### src/sync_hdr_defs.svh
// Constants for the 64B/66B sync-header-stream link: layout, polynomials, counts.
// Assumes inclusion by bare name from every file of the link.
`ifndef SYNC_HDR_DEFS_SVH
`define SYNC_HDR_DEFS_SVH

`define PAYLOAD_W      64
`define SHS_W          32
`define FEC_W          26
`define CRC_W          12
`define PE_W           4
`define E_W            5
`define LEMC_W         10
`define EB_DEPTH       32

`define SH_MODE_CRC12  2'h0
`define SH_MODE_FEC    2'h2
`define SH_ONE         2'h1
`define SH_ZERO        2'h2

`define FEC_POLY       26'h0220211
`define CRC_POLY       26'h000030F
`define CRC_SHS_BASE   32'h80A88888
`define EOEMB_BIT      22
`define PILOT          5'h10
`define MB_LAST        5'h1F

`define BLK_LOCK_LAST  6'h3F
`define SH_WIN_LAST    6'h3F
`define SH_ERR_MAX     5'h10
`define MB_CONFIRM_LAST 3'h3
`define MB_WIN_LAST    4'hF
`define MB_ERR_MAX     3'h4
`define EMB_WIN_LAST   3'h7
`define EMB_ERR_MAX    2'h2

`endif

### src/sync_hdr_pkg.sv
// Types and shared parity and stream-mapping functions for both link ends.
// Assumes sync_hdr_defs.svh is on the include path.
`include "sync_hdr_defs.svh"
package sync_hdr_pkg;

  typedef enum logic [3:0] {
    S_BLK  = 4'h1,
    S_MB   = 4'h2,
    S_EMB  = 4'h4,
    S_LOCK = 4'h8
  } sync_e;

  typedef enum logic [3:0] {
    EB_IDLE = 4'h1,
    EB_WAIT = 4'h2,
    EB_FILL = 4'h4,
    EB_RUN  = 4'h8
  } eb_e;

  // Serial division, one bit at a time, payload bit 0 first
  function automatic logic [25:0] par_step(input logic [25:0] s, input logic [63:0] d,
                                           input logic [25:0] poly, input int unsigned w);
    logic [25:0] r;
    logic        fb;
    r = s;
    for (int i = 0; i < 64; i++) begin
      fb = r[w-1] ^ d[i];
      r  = {r[24:0], 1'h0} & ~(26'h1 << w);
      if (fb) r = r ^ poly;
    end
    return r;
  endfunction : par_step

  function automatic logic [31:0] fec_stream(input logic [25:0] p, input logic e);
    logic [31:0] s;
    s = 32'h80000000;
    for (int i = 0; i < 22; i++) s[i] = p[25-i];
    s[`EOEMB_BIT] = e;
    s[23] = p[3];
    s[24] = p[2];
    s[25] = p[1];
    s[26] = p[0];
    return s;
  endfunction : fec_stream

  function automatic logic [25:0] fec_par_of(input logic [31:0] s);
    logic [25:0] p;
    p = 26'h0;
    for (int i = 0; i < 22; i++) p[25-i] = s[i];
    p[3] = s[23];
    p[2] = s[24];
    p[1] = s[25];
    p[0] = s[26];
    return p;
  endfunction : fec_par_of

  function automatic logic [31:0] crc_stream(input logic [11:0] c, input logic e);
    logic [31:0] s;
    s = `CRC_SHS_BASE;
    s[0]  = c[11];
    s[1]  = c[10];
    s[2]  = c[9];
    s[4]  = c[8];
    s[5]  = c[7];
    s[6]  = c[6];
    s[8]  = c[5];
    s[9]  = c[4];
    s[10] = c[3];
    s[12] = c[2];
    s[13] = c[1];
    s[14] = c[0];
    s[`EOEMB_BIT] = e;
    return s;
  endfunction : crc_stream

endpackage : sync_hdr_pkg

### src/sync_hdr_if.sv
// One lane carrying a 66-bit block per clock: two-bit sync header plus payload.
// Assumes both ends run on the same block clock; sh[1] is the first bit on the line.
`timescale 1ns/1ps
`default_nettype none
`include "sync_hdr_defs.svh"
interface sync_hdr_if;
  logic                  blk_valid;
  logic [1:0]            sh;
  logic [`PAYLOAD_W-1:0] payload;

  modport tx (output blk_valid, output sh, output payload);
  modport rx (input blk_valid, input sh, input payload);
endinterface : sync_hdr_if
`default_nettype wire

### src/fec_sync_header_rx.sv
// Receive end: syndrome check, block/multiblock/extended alignment, elastic buffer.
// Assumes blocks arrive already framed on lnk; one lane; same block clock as sender.
`timescale 1ns/1ps
`default_nettype none
`include "sync_hdr_defs.svh"
module sync_fifo #(
  parameter int W = 64,
  parameter int D = 32
) (
  input  wire logic         mclk,
  input  wire logic         rst,
  input  wire logic         flush,
  input  wire logic         in_valid,
  output logic              in_ready,
  input  wire logic [W-1:0] in_data,
  output logic              out_valid,
  input  wire logic         out_ready,
  output logic [W-1:0]      out_data
);
  localparam int AW = $clog2(D);

  logic [W-1:0] mem [D];
  logic [AW:0]  wp_q;
  logic [AW:0]  rp_q;

  assign in_ready  = ~((wp_q[AW] != rp_q[AW]) && (wp_q[AW-1:0] == rp_q[AW-1:0]));
  assign out_valid = (wp_q != rp_q);
  assign out_data  = mem[rp_q[AW-1:0]];

  always_ff @(posedge mclk) begin
    if (in_valid && in_ready) begin
      mem[wp_q[AW-1:0]] <= in_data;
    end
  end

  always_ff @(posedge mclk) begin
    if (rst || flush) begin
      wp_q <= '0;
      rp_q <= '0;
    end else begin
      if (in_valid && in_ready) wp_q <= wp_q + {{AW{1'h0}}, 1'h1};
      if (out_valid && out_ready) rp_q <= rp_q + {{AW{1'h0}}, 1'h1};
    end
  end
endmodule : sync_fifo

module fec_sync_header_rx
  import sync_hdr_pkg::*;
(
  input  wire logic              mclk,
  input  wire logic              rst,
  sync_hdr_if.rx                 lnk,
  input  wire logic              sysref,
  input  wire logic [1:0]        sync_header_mode_sel,
  input  wire logic              enc_8b10b,
  input  wire logic              ilas_seen,
  input  wire logic [`E_W-1:0]   emb_len_m1,
  input  wire logic [`LEMC_W-1:0] rbd,
  input  wire logic              out_ready,
  output logic                   out_valid,
  output logic [63:0]            out_data,
  output logic                   eb_ready,
  output logic                   blk_lock,
  output logic                   mb_lock,
  output logic                   emb_lock,
  output logic                   released,
  output logic                   sysref_req_q,
  output logic                   fec_err_q,
  output logic [25:0]            syndrome_q
);

  sync_e             st_q;
  eb_e               eb_q;
  logic [31:0]       sr_q;
  logic [31:0]       sr_d;
  logic [4:0]        blk_q;
  logic [`E_W-1:0]   mb_q;
  logic [5:0]        good_q;
  logic [2:0]        mbgood_q;
  logic [5:0]        swin_q;
  logic [4:0]        serr_q;
  logic [4:0]        serr_n;
  logic [3:0]        mwin_q;
  logic [2:0]        merr_q;
  logic [2:0]        merr_n;
  logic [2:0]        ewin_q;
  logic [1:0]        eerr_q;
  logic [1:0]        eerr_n;
  logic              eflag_q;
  logic [25:0]       acc_q;
  logic [25:0]       acc_d;
  logic [25:0]       calc_q;
  logic              have_q;
  logic [`LEMC_W-1:0] lemc_q;
  logic              v;
  logic              hdr_ok;
  logic              pilot_ok;
  logic              mb_end;
  logic              eoemb_exp;
  logic              eoemb_bad;
  logic              blk_lost;
  logic              in_sync;
  logic              fec_on;
  logic              emb_start;
  logic              eb_lost;
  logic              wr_en;
  logic              fifo_v;

  assign v         = lnk.blk_valid;
  assign hdr_ok    = lnk.sh[1] ^ lnk.sh[0];
  assign sr_d      = {lnk.sh == `SH_ONE, sr_q[31:1]};
  assign pilot_ok  = (sr_d[31:27] == `PILOT);
  assign mb_end    = (blk_q == `MB_LAST);
  assign eoemb_exp = (mb_q == emb_len_m1);
  assign eoemb_bad = (sr_d[`EOEMB_BIT] != eoemb_exp);
  assign in_sync   = (st_q == S_EMB) || (st_q == S_LOCK);
  assign fec_on    = (sync_header_mode_sel == `SH_MODE_FEC);
  assign serr_n    = serr_q + {4'h0, ~hdr_ok};
  assign blk_lost  = v && (st_q != S_BLK) && (serr_n == `SH_ERR_MAX);
  assign merr_n    = merr_q + {2'h0, ~pilot_ok};
  assign eerr_n    = eerr_q + {1'h0, eflag_q | eoemb_bad};
  assign blk_lock  = (st_q != S_BLK);
  assign mb_lock   = in_sync;
  assign emb_lock  = (st_q == S_LOCK);

  always_ff @(posedge mclk) begin
    if (rst) sr_q <= 32'h0;
    else if (v) sr_q <= sr_d;
  end

  // Header error window; up to 15 bad headers in 64 blocks are tolerated, the 16th drops block lock
  always_ff @(posedge mclk) begin
    if (rst || (st_q == S_BLK)) begin
      swin_q <= 6'h0;
      serr_q <= 5'h0;
    end else if (v) begin
      swin_q <= swin_q + 6'h1;
      serr_q <= (swin_q == `SH_WIN_LAST) ? 5'h0 : serr_n;
    end
  end

  always_ff @(posedge mclk) begin
    if (rst) begin
      st_q         <= S_BLK;
      blk_q        <= 5'h0;
      mb_q         <= '0;
      good_q       <= 6'h0;
      mbgood_q     <= 3'h0;
      mwin_q       <= 4'h0;
      merr_q       <= 3'h0;
      ewin_q       <= 3'h0;
      eerr_q       <= 2'h0;
      eflag_q      <= 1'h0;
      sysref_req_q <= 1'h0;
    end else begin
      sysref_req_q <= 1'h0;
      if (v) begin
        blk_q <= blk_q + 5'h1;
        if (mb_end) mb_q <= eoemb_exp ? '0 : mb_q + {{(`E_W-1){1'h0}}, 1'h1};
        case (st_q)
          S_BLK: begin
            good_q   <= hdr_ok ? good_q + 6'h1 : 6'h0;
            mbgood_q <= 3'h0;
            if (hdr_ok && (good_q == `BLK_LOCK_LAST)) st_q <= S_MB;
          end
          S_MB: begin
            if (mbgood_q == 3'h0) begin
              if (pilot_ok) begin
                blk_q    <= 5'h0;
                mbgood_q <= 3'h1;
              end
            end else if (mb_end) begin
              if (!pilot_ok) mbgood_q <= 3'h0;
              else if (mbgood_q == `MB_CONFIRM_LAST) st_q <= S_EMB;
              else mbgood_q <= mbgood_q + 3'h1;
            end
          end
          S_EMB: begin
            if (mb_end && !pilot_ok) begin
              st_q         <= S_MB;
              mbgood_q     <= 3'h0;
              sysref_req_q <= 1'h1;
            end else if (mb_end && sr_d[`EOEMB_BIT]) begin
              mb_q    <= '0;
              st_q    <= S_LOCK;
              mwin_q  <= 4'h0;
              merr_q  <= 3'h0;
              ewin_q  <= 3'h0;
              eerr_q  <= 2'h0;
              eflag_q <= 1'h0;
            end
          end
          S_LOCK: begin
            if (mb_end) begin
              mwin_q  <= mwin_q + 4'h1;
              merr_q  <= (mwin_q == `MB_WIN_LAST) ? 3'h0 : merr_n;
              eflag_q <= eoemb_exp ? 1'h0 : (eflag_q | eoemb_bad);
              if (eoemb_exp) begin
                ewin_q <= ewin_q + 3'h1;
                eerr_q <= (ewin_q == `EMB_WIN_LAST) ? 2'h0 : eerr_n;
              end
              if (merr_n == `MB_ERR_MAX) begin
                st_q         <= S_MB;
                mbgood_q     <= 3'h0;
                sysref_req_q <= 1'h1;
              end else if (eoemb_exp && (eerr_n == `EMB_ERR_MAX)) begin
                st_q         <= S_EMB;
                sysref_req_q <= 1'h1;
              end
            end
          end
          default: st_q <= S_BLK;
        endcase
        if (blk_lost) begin
          st_q   <= S_BLK;
          good_q <= 6'h0;
        end
      end
    end
  end

  // Local parity of each aligned multiblock, checked against the next stream
  assign acc_d = par_step((blk_q == 5'h0) ? 26'h0 : acc_q, lnk.payload,
                          `FEC_POLY, `FEC_W);

  always_ff @(posedge mclk) begin
    if (rst) begin
      acc_q      <= 26'h0;
      calc_q     <= 26'h0;
      have_q     <= 1'h0;
      syndrome_q <= 26'h0;
      fec_err_q  <= 1'h0;
    end else begin
      fec_err_q <= 1'h0;
      if (v) begin
        acc_q <= acc_d;
        if (mb_end) begin
          calc_q <= acc_d;
          have_q <= in_sync && fec_on;
          if (have_q && in_sync && fec_on) begin
            syndrome_q <= fec_par_of(sr_d) ^ calc_q;
            fec_err_q  <= |(fec_par_of(sr_d) ^ calc_q);
          end
        end
      end
    end
  end

  always_ff @(posedge mclk) begin
    if (rst || sysref) lemc_q <= '0;
    else if (lemc_q == {emb_len_m1, `MB_LAST}) lemc_q <= '0;
    else lemc_q <= lemc_q + {{(`LEMC_W-1){1'h0}}, 1'h1};
  end

  assign emb_start = (st_q == S_LOCK) && (blk_q == 5'h0) && (mb_q == '0);
  assign eb_lost   = !enc_8b10b && (st_q != S_LOCK);

  always_ff @(posedge mclk) begin
    if (rst) begin
      eb_q <= EB_IDLE;
    end else begin
      case (eb_q)
        EB_IDLE: begin
          if (enc_8b10b && ilas_seen) eb_q <= EB_FILL;
          else if (!enc_8b10b && (st_q == S_LOCK)) eb_q <= EB_WAIT;
        end
        EB_WAIT: begin
          if (eb_lost || enc_8b10b) eb_q <= EB_IDLE;
          else if (v && emb_start) eb_q <= EB_FILL;
        end
        EB_FILL: begin
          if (eb_lost) eb_q <= EB_IDLE;
          else if (lemc_q == rbd) eb_q <= EB_RUN;
        end
        EB_RUN: begin
          if (eb_lost) eb_q <= EB_IDLE;
        end
        default: eb_q <= EB_IDLE;
      endcase
    end
  end

  assign wr_en     = v && (((eb_q == EB_WAIT) && emb_start && !eb_lost && !enc_8b10b) ||
                           (eb_q == EB_FILL) || (eb_q == EB_RUN));
  assign released  = (eb_q == EB_RUN);
  assign out_valid = fifo_v && released;

  sync_fifo #(
    .W (`PAYLOAD_W),
    .D (`EB_DEPTH)
  ) u_ebuf (
    .mclk      (mclk),
    .rst       (rst),
    .flush     (eb_q == EB_IDLE),
    .in_valid  (wr_en),
    .in_ready  (eb_ready),
    .in_data   (lnk.payload),
    .out_valid (fifo_v),
    .out_ready (out_ready && released),
    .out_data  (out_data)
  );

endmodule : fec_sync_header_rx
`default_nettype wire

### src/flat_wrapper.sv
// flat-port wrapper written by rule: the top's interface ports become plain ports
module fec_sync_header_rx_flat import sync_hdr_pkg::*;
  (mclk, rst, sysref, sync_header_mode_sel, enc_8b10b, ilas_seen, emb_len_m1, rbd, out_ready, out_valid, out_data, eb_ready, blk_lock, mb_lock, emb_lock, released, sysref_req_q, fec_err_q, syndrome_q, lnk_blk_valid, lnk_sh, lnk_payload);
  sync_hdr_if lnk_i ();
  input  wire logic mclk;
  input  wire logic rst;
  input  wire logic sysref;
  input  wire logic [1:0] sync_header_mode_sel;
  input  wire logic enc_8b10b;
  input  wire logic ilas_seen;
  input  wire logic [`E_W-1:0] emb_len_m1;
  input  wire logic [`LEMC_W-1:0] rbd;
  input  wire logic out_ready;
  output logic out_valid;
  output logic [63:0] out_data;
  output logic eb_ready;
  output logic blk_lock;
  output logic mb_lock;
  output logic emb_lock;
  output logic released;
  output logic sysref_req_q;
  output logic fec_err_q;
  output logic [25:0] syndrome_q;
  input wire logic [$bits(lnk_i.blk_valid)-1:0] lnk_blk_valid;
  input wire logic [$bits(lnk_i.sh)-1:0] lnk_sh;
  input wire logic [$bits(lnk_i.payload)-1:0] lnk_payload;
  assign lnk_i.blk_valid = lnk_blk_valid;
  assign lnk_i.sh = lnk_sh;
  assign lnk_i.payload = lnk_payload;
  fec_sync_header_rx u_core (.mclk(mclk), .rst(rst), .lnk(lnk_i), .sysref(sysref), .sync_header_mode_sel(sync_header_mode_sel), .enc_8b10b(enc_8b10b), .ilas_seen(ilas_seen), .emb_len_m1(emb_len_m1), .rbd(rbd), .out_ready(out_ready), .out_valid(out_valid), .out_data(out_data), .eb_ready(eb_ready), .blk_lock(blk_lock), .mb_lock(mb_lock), .emb_lock(emb_lock), .released(released), .sysref_req_q(sysref_req_q), .fec_err_q(fec_err_q), .syndrome_q(syndrome_q));
endmodule
### config.mk
export PLATFORM = sky130hd
export DESIGN_NAME = fec_sync_header_rx_flat
export DESIGN_NICKNAME = d
export VERILOG_FILES = /design/src/sync_hdr_pkg.sv /design/src/sync_hdr_if.sv /design/src/fec_sync_header_rx.sv /design/src/flat_wrapper.sv
export VERILOG_INCLUDE_DIRS = /design/src
export SDC_FILE = /design/constraint.sdc
export NUM_CORES = 2
export LEC_CHECK = 0
export CORE_UTILIZATION = 35
export CTS_CLUSTER_SIZE = 24
export DETAILED_ROUTE_END_ITERATION = 10
export DONT_BUFFER_PORTS = 1
export SLEW_MARGIN = 25
export SYNTH_ARGS = -nofsm -noshare
export SYNTH_HDL_FRONTEND = slang
export SYNTH_SLANG_ARGS = --single-unit
### constraint.sdc
create_clock -name mclk -period 9.3 [get_ports mclk]
set_clock_uncertainty 0.15 [all_clocks]
set_input_delay 1.395 -clock mclk [delete_from_list [all_inputs] [get_ports mclk]]
set_output_delay 1.395 -clock mclk [all_outputs]
set_load 0.02 [all_outputs]
# After elaboration in Yosys (flattened, before gate mapping)
# Memory sizes are Yosys's and may differ from the RTL's. A register that Yosys moved wholly into a read port is not among the register bits.
# Index checks and enable logic that the tools add are counted.
dict set report word_totals {
  input_bits 90
  mem_bits_rw 2048
  out_inout_bits 98
  mem_count 1
  elab_cells 414
  register_bits 186
}
dict set report op_classes {
  n_addsub 13
  muxes 138
  n_bitwise 137
  eq_ne 50
  reduce_logical 52
}
# name words word_bits read_ports rd_ports_with_merged_regs write_ports line
set memory_table {}
lappend memory_table {u_core.u_ebuf.mem 32 64 1 1 1 fec_sync_header_rx.sv:22} ;# logic [W-1:0] mem [D];
# op count
set ops {}
lappend ops {{22-bit two-way mux} 64}
lappend ops {{5-bit inverter} 64}
lappend ops {{4-bit two-way mux} 21}
lappend ops {{1-bit bitwise XOR} 65}
lappend ops {{5-bit two-way mux} 11}
lappend ops {{3-bit two-way mux} 14}
lappend ops {{4-bit case mux with 4 select lines} 2}
lappend ops {{26-bit two-way mux} 1}
lappend ops {{26-bit OR reduction} 1}
lappend ops {{26-bit bitwise XOR} 1}
lappend ops {{6-bit by 1-bit adder with 6-bit output, second input constant} 4}
lappend ops {{1-bit logical AND} 24}
lappend ops {{3-bit by 1-bit inequality test with 1-bit output, second input constant} 8}
lappend ops {{10-bit == test} 2}
lappend ops {{6-bit two-way mux} 3}
lappend ops {{5-bit == test, second input constant} 3}
lappend ops {{4-bit == test, second input constant} 3}
lappend ops {{6-bit == test, second input constant} 2}
lappend ops {{3-bit case mux with 2 select lines} 2}
lappend ops {{3-bit case mux with 4 select lines} 1}
lappend ops {{10-bit by 1-bit adder with 10-bit output, second input constant} 1}
lappend ops {{5-bit by 1-bit adder with 5-bit output, second input constant} 2}
lappend ops {{5-bit == test} 2}
lappend ops {{5-bit zero test} 2}
lappend ops {{41 further kinds} 87}

# Longest topological paths before layout
dict set report depth {
  depth_word 130
  mapped_depth 18
  ltp_nobuf 15
}

# Modules after synthesis
# From an unflattened synthesis, not the netlist that was laid out.
dict set report hier_totals {
  hier_cells 4869
  hier_area_um2 89114.2
}
# mod cells_each area_each_um2 seq_area_each_um2 n_inst
set modules_own_cells {}
lappend modules_own_cells {sync_fifo 3774 78840.6 61839.3 1}
lappend modules_own_cells {fec_sync_header_rx 1095 10273.6 3463.3 1}

# Least setup slack after synthesis
# Ideal clock, no wire load.
dict set report synth_timing {
  path_kind {input-to-reg}
  startpoint {input port enc_8b10b}
  endpoint {memory u_core.u_ebuf.mem[31][0] (enable)}
  arrival_ns 5.569
  path_slack_ns 3.094
  setup_time_ns 0.487
  t_required_ns 8.663
  path_buffers 0
  stages 7
  cell_sequence {nor2_1 > nand4b_1 > nor3_1 > a21oi_1 > nor3b_1 > nand2_1 > nor2_1}
}
dict set report synth_between {
  elab_chain_len 11
}
# item line
set synth_rtl {}
lappend synth_rtl {{start, declared} flat_wrapper.sv:9} ;# input wire logic enc_8b10b;
lappend synth_rtl {{1-bit zero test *} {fec_sync_header_rx.sv:256, fec_sync_header_rx.sv:283}}
lappend synth_rtl {{1-bit logical AND} fec_sync_header_rx.sv:256} ;# assign eb_lost = !enc_8b10b && (st_q != S_LOCK);
lappend synth_rtl {{1-bit zero test} fec_sync_header_rx.sv:283} ;# assign wr_en = v && (((eb_q == EB_WAIT) && emb_start && !eb_lost && !enc_8b10b) ||
lappend synth_rtl {{1-bit logical AND} fec_sync_header_rx.sv:283}
lappend synth_rtl {{1-bit logical AND *} fec_sync_header_rx.sv:283}
lappend synth_rtl {{1-bit logical OR *} fec_sync_header_rx.sv:283}
lappend synth_rtl {{1-bit logical OR *} fec_sync_header_rx.sv:284} ;# (eb_q == EB_FILL) || (eb_q == EB_RUN));
lappend synth_rtl {{1-bit logical AND *} fec_sync_header_rx.sv:283}
lappend synth_rtl {{1-bit logical AND *} fec_sync_header_rx.sv:31} ;# if (in_valid && in_ready) begin
lappend synth_rtl {{1-bit two-way mux *} fec_sync_header_rx.sv:31}
lappend synth_rtl {{1-bit two-way mux (not written as such) *} fec_sync_header_rx.sv:32} ;# mem[wp_q[AW-1:0]] <= in_data;
lappend synth_rtl {{end, declared} fec_sync_header_rx.sv:22}
# Mark *: on every way between the ends. The rest lies on a longest branch, timed or not.

==> flow_metrics.env <==
export IMPL_antenna_left=0
export IMPL_cp_required_ns=7.76
export IMPL_postCtsSetupRepairBufs=0
export IMPL_seq_area_frac_synth_pct=74.0
export IMPL_min_path_cells=2
export IMPL_ys_async_sr_fraction_pct=0
export IMPL_routedWlPerCell_um=29.3
export IMPL_finalCritPeriodShare_pct=65.0
export IMPL_fp_row_count=183
export IMPL_ir_drop_v=0.00150
export IMPL_ff2ff_path_depth=10
export IMPL_max_cap_violations=0
export IMPL_die_h_um=504
export IMPL_outcome="completed"
export IMPL_grt_pass1_wl_mm=322
export IMPL_reg2reg_from="u_core.st_q[0]"
export IMPL_avgSynthCellArea_um2=21.5
export IMPL_power_mw=29.0
export IMPL_final_max_slew_viol_count=0
export IMPL_clk_latency_ns=0.90
export IMPL_die_area_um2=254000
export IMPL_tightestPinTransition_ns=1.09
export IMPL_cts_max_level=4
export IMPL_cpMaxStageDelayCell="dfxtp_4"
export IMPL_cp_top_family="multiplexers"
export IMPL_end_kind="primary output"
export IMPL_cp_max_fo=56
export IMPL_path_class="reg -> out"
export IMPL_period_needed_ns=6.05
export IMPL_grt_overflow=0
export IMPL_clkTransAtPathRegs_ns=0.06
export IMPL_hold_viol=0
export IMPL_worst_path_buf_inv=2
export IMPL_powerDensity_nw_per_um2=290
export IMPL_final_nets=4311
export IMPL_r2r_end="u_core.u_ebuf.mem[6][58]"
export IMPL_grt_max_degree=149
export IMPL_first_global_vias=42400
export IMPL_whs_endpoint="u_core.mbgood_q[2]"
export IMPL_drive_gt1_share_pct=26.8
export IMPL_start_util_pct=35.4
export IMPL_rsz0062_at_grt="false"
export IMPL_vias=41800
export IMPL_dp_cells=7302
export IMPL_die_w_um=504
export IMPL_cts_hold_buf=0
export IMPL_crit_chain="buf_4, buf_4, mux4_2, mux4_2, mux2_2"
export IMPL_portBuffers=0
export IMPL_drc=0
export IMPL_syn_num_nets=4215
export IMPL_startpoint_type="flop"
export IMPL_yosys_cell_types_count=65
export IMPL_netlist_area_um2=88200
export IMPL_synth_top_flop_cell="edfxtp_1"
export IMPL_hp_class="reg -> reg"
export IMPL_core_area_um2=250000
export IMPL_ios=188
export IMPL_relSlewSlack_pct=26.5
export IMPL_final_cells=7716
export IMPL_cts_buffers=222
export IMPL_ys_ff_latch=2238
export IMPL_r2r_slack_ns=3.83
export IMPL_arrival_ns=4.50
export IMPL_grt_antenna_before_repair=9
export IMPL_finalSetupViolCount=0
export IMPL_p_leak_nw=29.9
export IMPL_synth_warnings=0
export IMPL_finalInstanceArea_um2=100000
export IMPL_synthCells=4100
export IMPL_cts_tree="done"
export IMPL_via_per_inst=5.42
export IMPL_cts_buffer_depth=3
export IMPL_routabilityCongestion=0.851
export IMPL_wirelength_mm=226
export IMPL_min_from="u_core.mbgood_q[2]"
export IMPL_cts_repair_resize_count=0
export IMPL_drt_initial_drc_count=4794
export IMPL_finalSetupTns_ns=0
export IMPL_dpl_instance_area_um2=92900
export IMPL_drt_pass1_iter_count=7
export IMPL_clock_root_buffer="clkbuf_16"
export IMPL_timing_fmax_mhz=165
export IMPL_area_delta_synth_final_pct=13.4
export IMPL_synth_edff_count=2048
export IMPL_max_stage_delay_ns=0.90
export IMPL_utilization_pct=40.1
export IMPL_grt_usage_pct=17.6
export IMPL_numClockSinks=2238
export IMPL_dp_hpwl_mm=123
cell usage after synthesis, drive strengths merged, types with 4 or more instances:
cell type / n / area [um^2]
edfxtp: 2048 / 61500
mux4: 640 / 14400
nor2: 227 / 852
dfxtp: 190 / 3800
xnor2: 151 / 1410
clkbuf: 143 / 537
xor2: 93 / 961
nand2: 86 / 348
mux2: 64 / 721
buf: 62 / 258
a211oi: 55 / 413
a21oi: 48 / 240
mux2i: 43 / 430
xnor3: 38 / 863
nand3: 27 / 135
ha: 25 / 313
inv: 23 / 86.3
o21ai: 22 / 110
nor3: 16 / 90.1
nand4: 15 / 93.8
nor4: 9 / 56.3
nand2b: 6 / 37.5
nand4b: 6 / 52.6
a22oi: 5 / 37.5
or2: 5 / 31.3
or3: 5 / 31.3
and3: 4 / 25.0
nor3b: 4 / 30.0
nor4b: 4 / 35.0
logic make-up (layout without fill, tap and decap cells):
family | Yosys count | after routing | synth area share [%]
AO/OA/AOI/OAI | 151 | 151 | 1.10
XOR/XNOR | 284 | 284 | 3.72
adder cells (fa/ha/maj) | 25 | 25 | 0.355
buffers and inverters | 230 | 514 | 1.01
flip-flops | 2238 | 2238 | 74.0
multiplexers | 747 | 747 | 17.6
other | 0 | 2 | 0
AND/OR/NAND/NOR | 425 | 425 | 2.17
sequential cells by signal, summed over array words and instances, names as in the netlist, 4 cells and up, named ones only:
name and flops:
u_core.eb_q 4, u_core.mb_q 5, u_core.serr_q 5, u_core.u_ebuf.mem 2048, u_core.acc_q 26, u_core.good_q 6
u_core.u_ebuf.wp_q 6, u_core.blk_q 5, u_core.sr_q 31, u_core.u_ebuf.rp_q 6, u_core.lemc_q 10, u_core.st_q 4
u_core.mwin_q 4, u_core.swin_q 6, u_core.calc_q 26, u_core.syndrome_q 26
layout make-up:
cell class                 instances  area, um^2
antenna                            2        5.00
clock buffer                     278        5850
clock inverter                   134        1330
fill                           21900      150000
inverter                          25        98.8
multi-input combinational       1632       22300
sequential                      2238       65300
tap                             3330        4170
timing repair buffer              77         991
stage by stage:
stage / hold slack [ns] / worst slack, ns
after floorplan: 0.282 / 3.09
after global placement: 0.285 / 3.88
after CTS: 0.305 / 3.12
after detailed placement: 0.297 / 3.81
after global routing: 0.333 / 3.02
final: 0.309 / 3.25
layer usage:
layer	vias to the layer above	global-route usage (%)	wire, um
met5	-	0	241
met4	4	3.52	3490
met3	241	4.19	17800
met2	1566	28.1	108000
met1	22900	24.7	96300
li1	17100	-	-
tightest hold or removal path: cells and delay by family, from the launching register on:
family             cells  cell delay, ns
DFF                    1            0.31
and+or+nand+nor        1            0.05
AOI/OAI and AO/OA      1            0.05
how the worst max path moves through the flow:
stage	slack [ns]	depth (start not counted)	end	startpoint
3_5_place_dp	3.81	9	u_core.u_ebuf.mem[6][59]	enc_8b10b
4_1_cts	3.12	5	out_data[55]	flop
6_report	3.25	5	out_data[55]	flop
2_1_floorplan	3.09	7	u_core.u_ebuf.mem[31][0]	enc_8b10b
5_1_grt	3.02	4	out_data[34]	flop
3_3_place_gp	3.88	9	u_core.u_ebuf.mem[6][59]	enc_8b10b
power by group:
part / switching [mW] / leakage [nW] / internal (mW)
logic: 4.63 / 6.50 / 4.40
clock network: 3.86 / 3.48 / 4.95
registers: 0.0632 / 19.9 / 11.1
total: 8.56 / 29.9 / 20.4
placed cells by master (no fill, tap or decap), types with 6 or more instances in the layout:
| cell type | count |
|---|---|
| edfxtp_1 | 2048 |
| mux4_2 | 640 |
| clkbuf_16 | 224 |
| nor2_1 | 195 |
| dfxtp_1 | 185 |
| xnor2_1 | 141 |
| xor2_1 | 81 |
| nand2_1 | 80 |
| mux2_2 | 64 |
| clkinv_1 | 57 |
| a211oi_1 | 55 |
| a21oi_1 | 48 |
| clkbuf_1 | 48 |
| buf_4 | 47 |
| mux2i_1 | 43 |
| clkinv_2 | 36 |
| xnor3_1 | 32 |
| nor2_4 | 31 |
| nand3_1 | 27 |
| ha_1 | 25 |
| buf_12 | 25 |
| inv_1 | 22 |
| o21ai_0 | 20 |
| bufinv_16 | 17 |
| nand4_1 | 15 |
| nor3_1 | 14 |
| xnor2_2 | 9 |
| clkinv_16 | 9 |
| nor4_1 | 8 |
| xor2_2 | 7 |
| nand2b_1 | 6 |
| nand4b_1 | 6 |
| xnor3_2 | 6 |
| clkinvlp_4 | 6 |
Note: power is estimated with default switching activity, not from simulation.
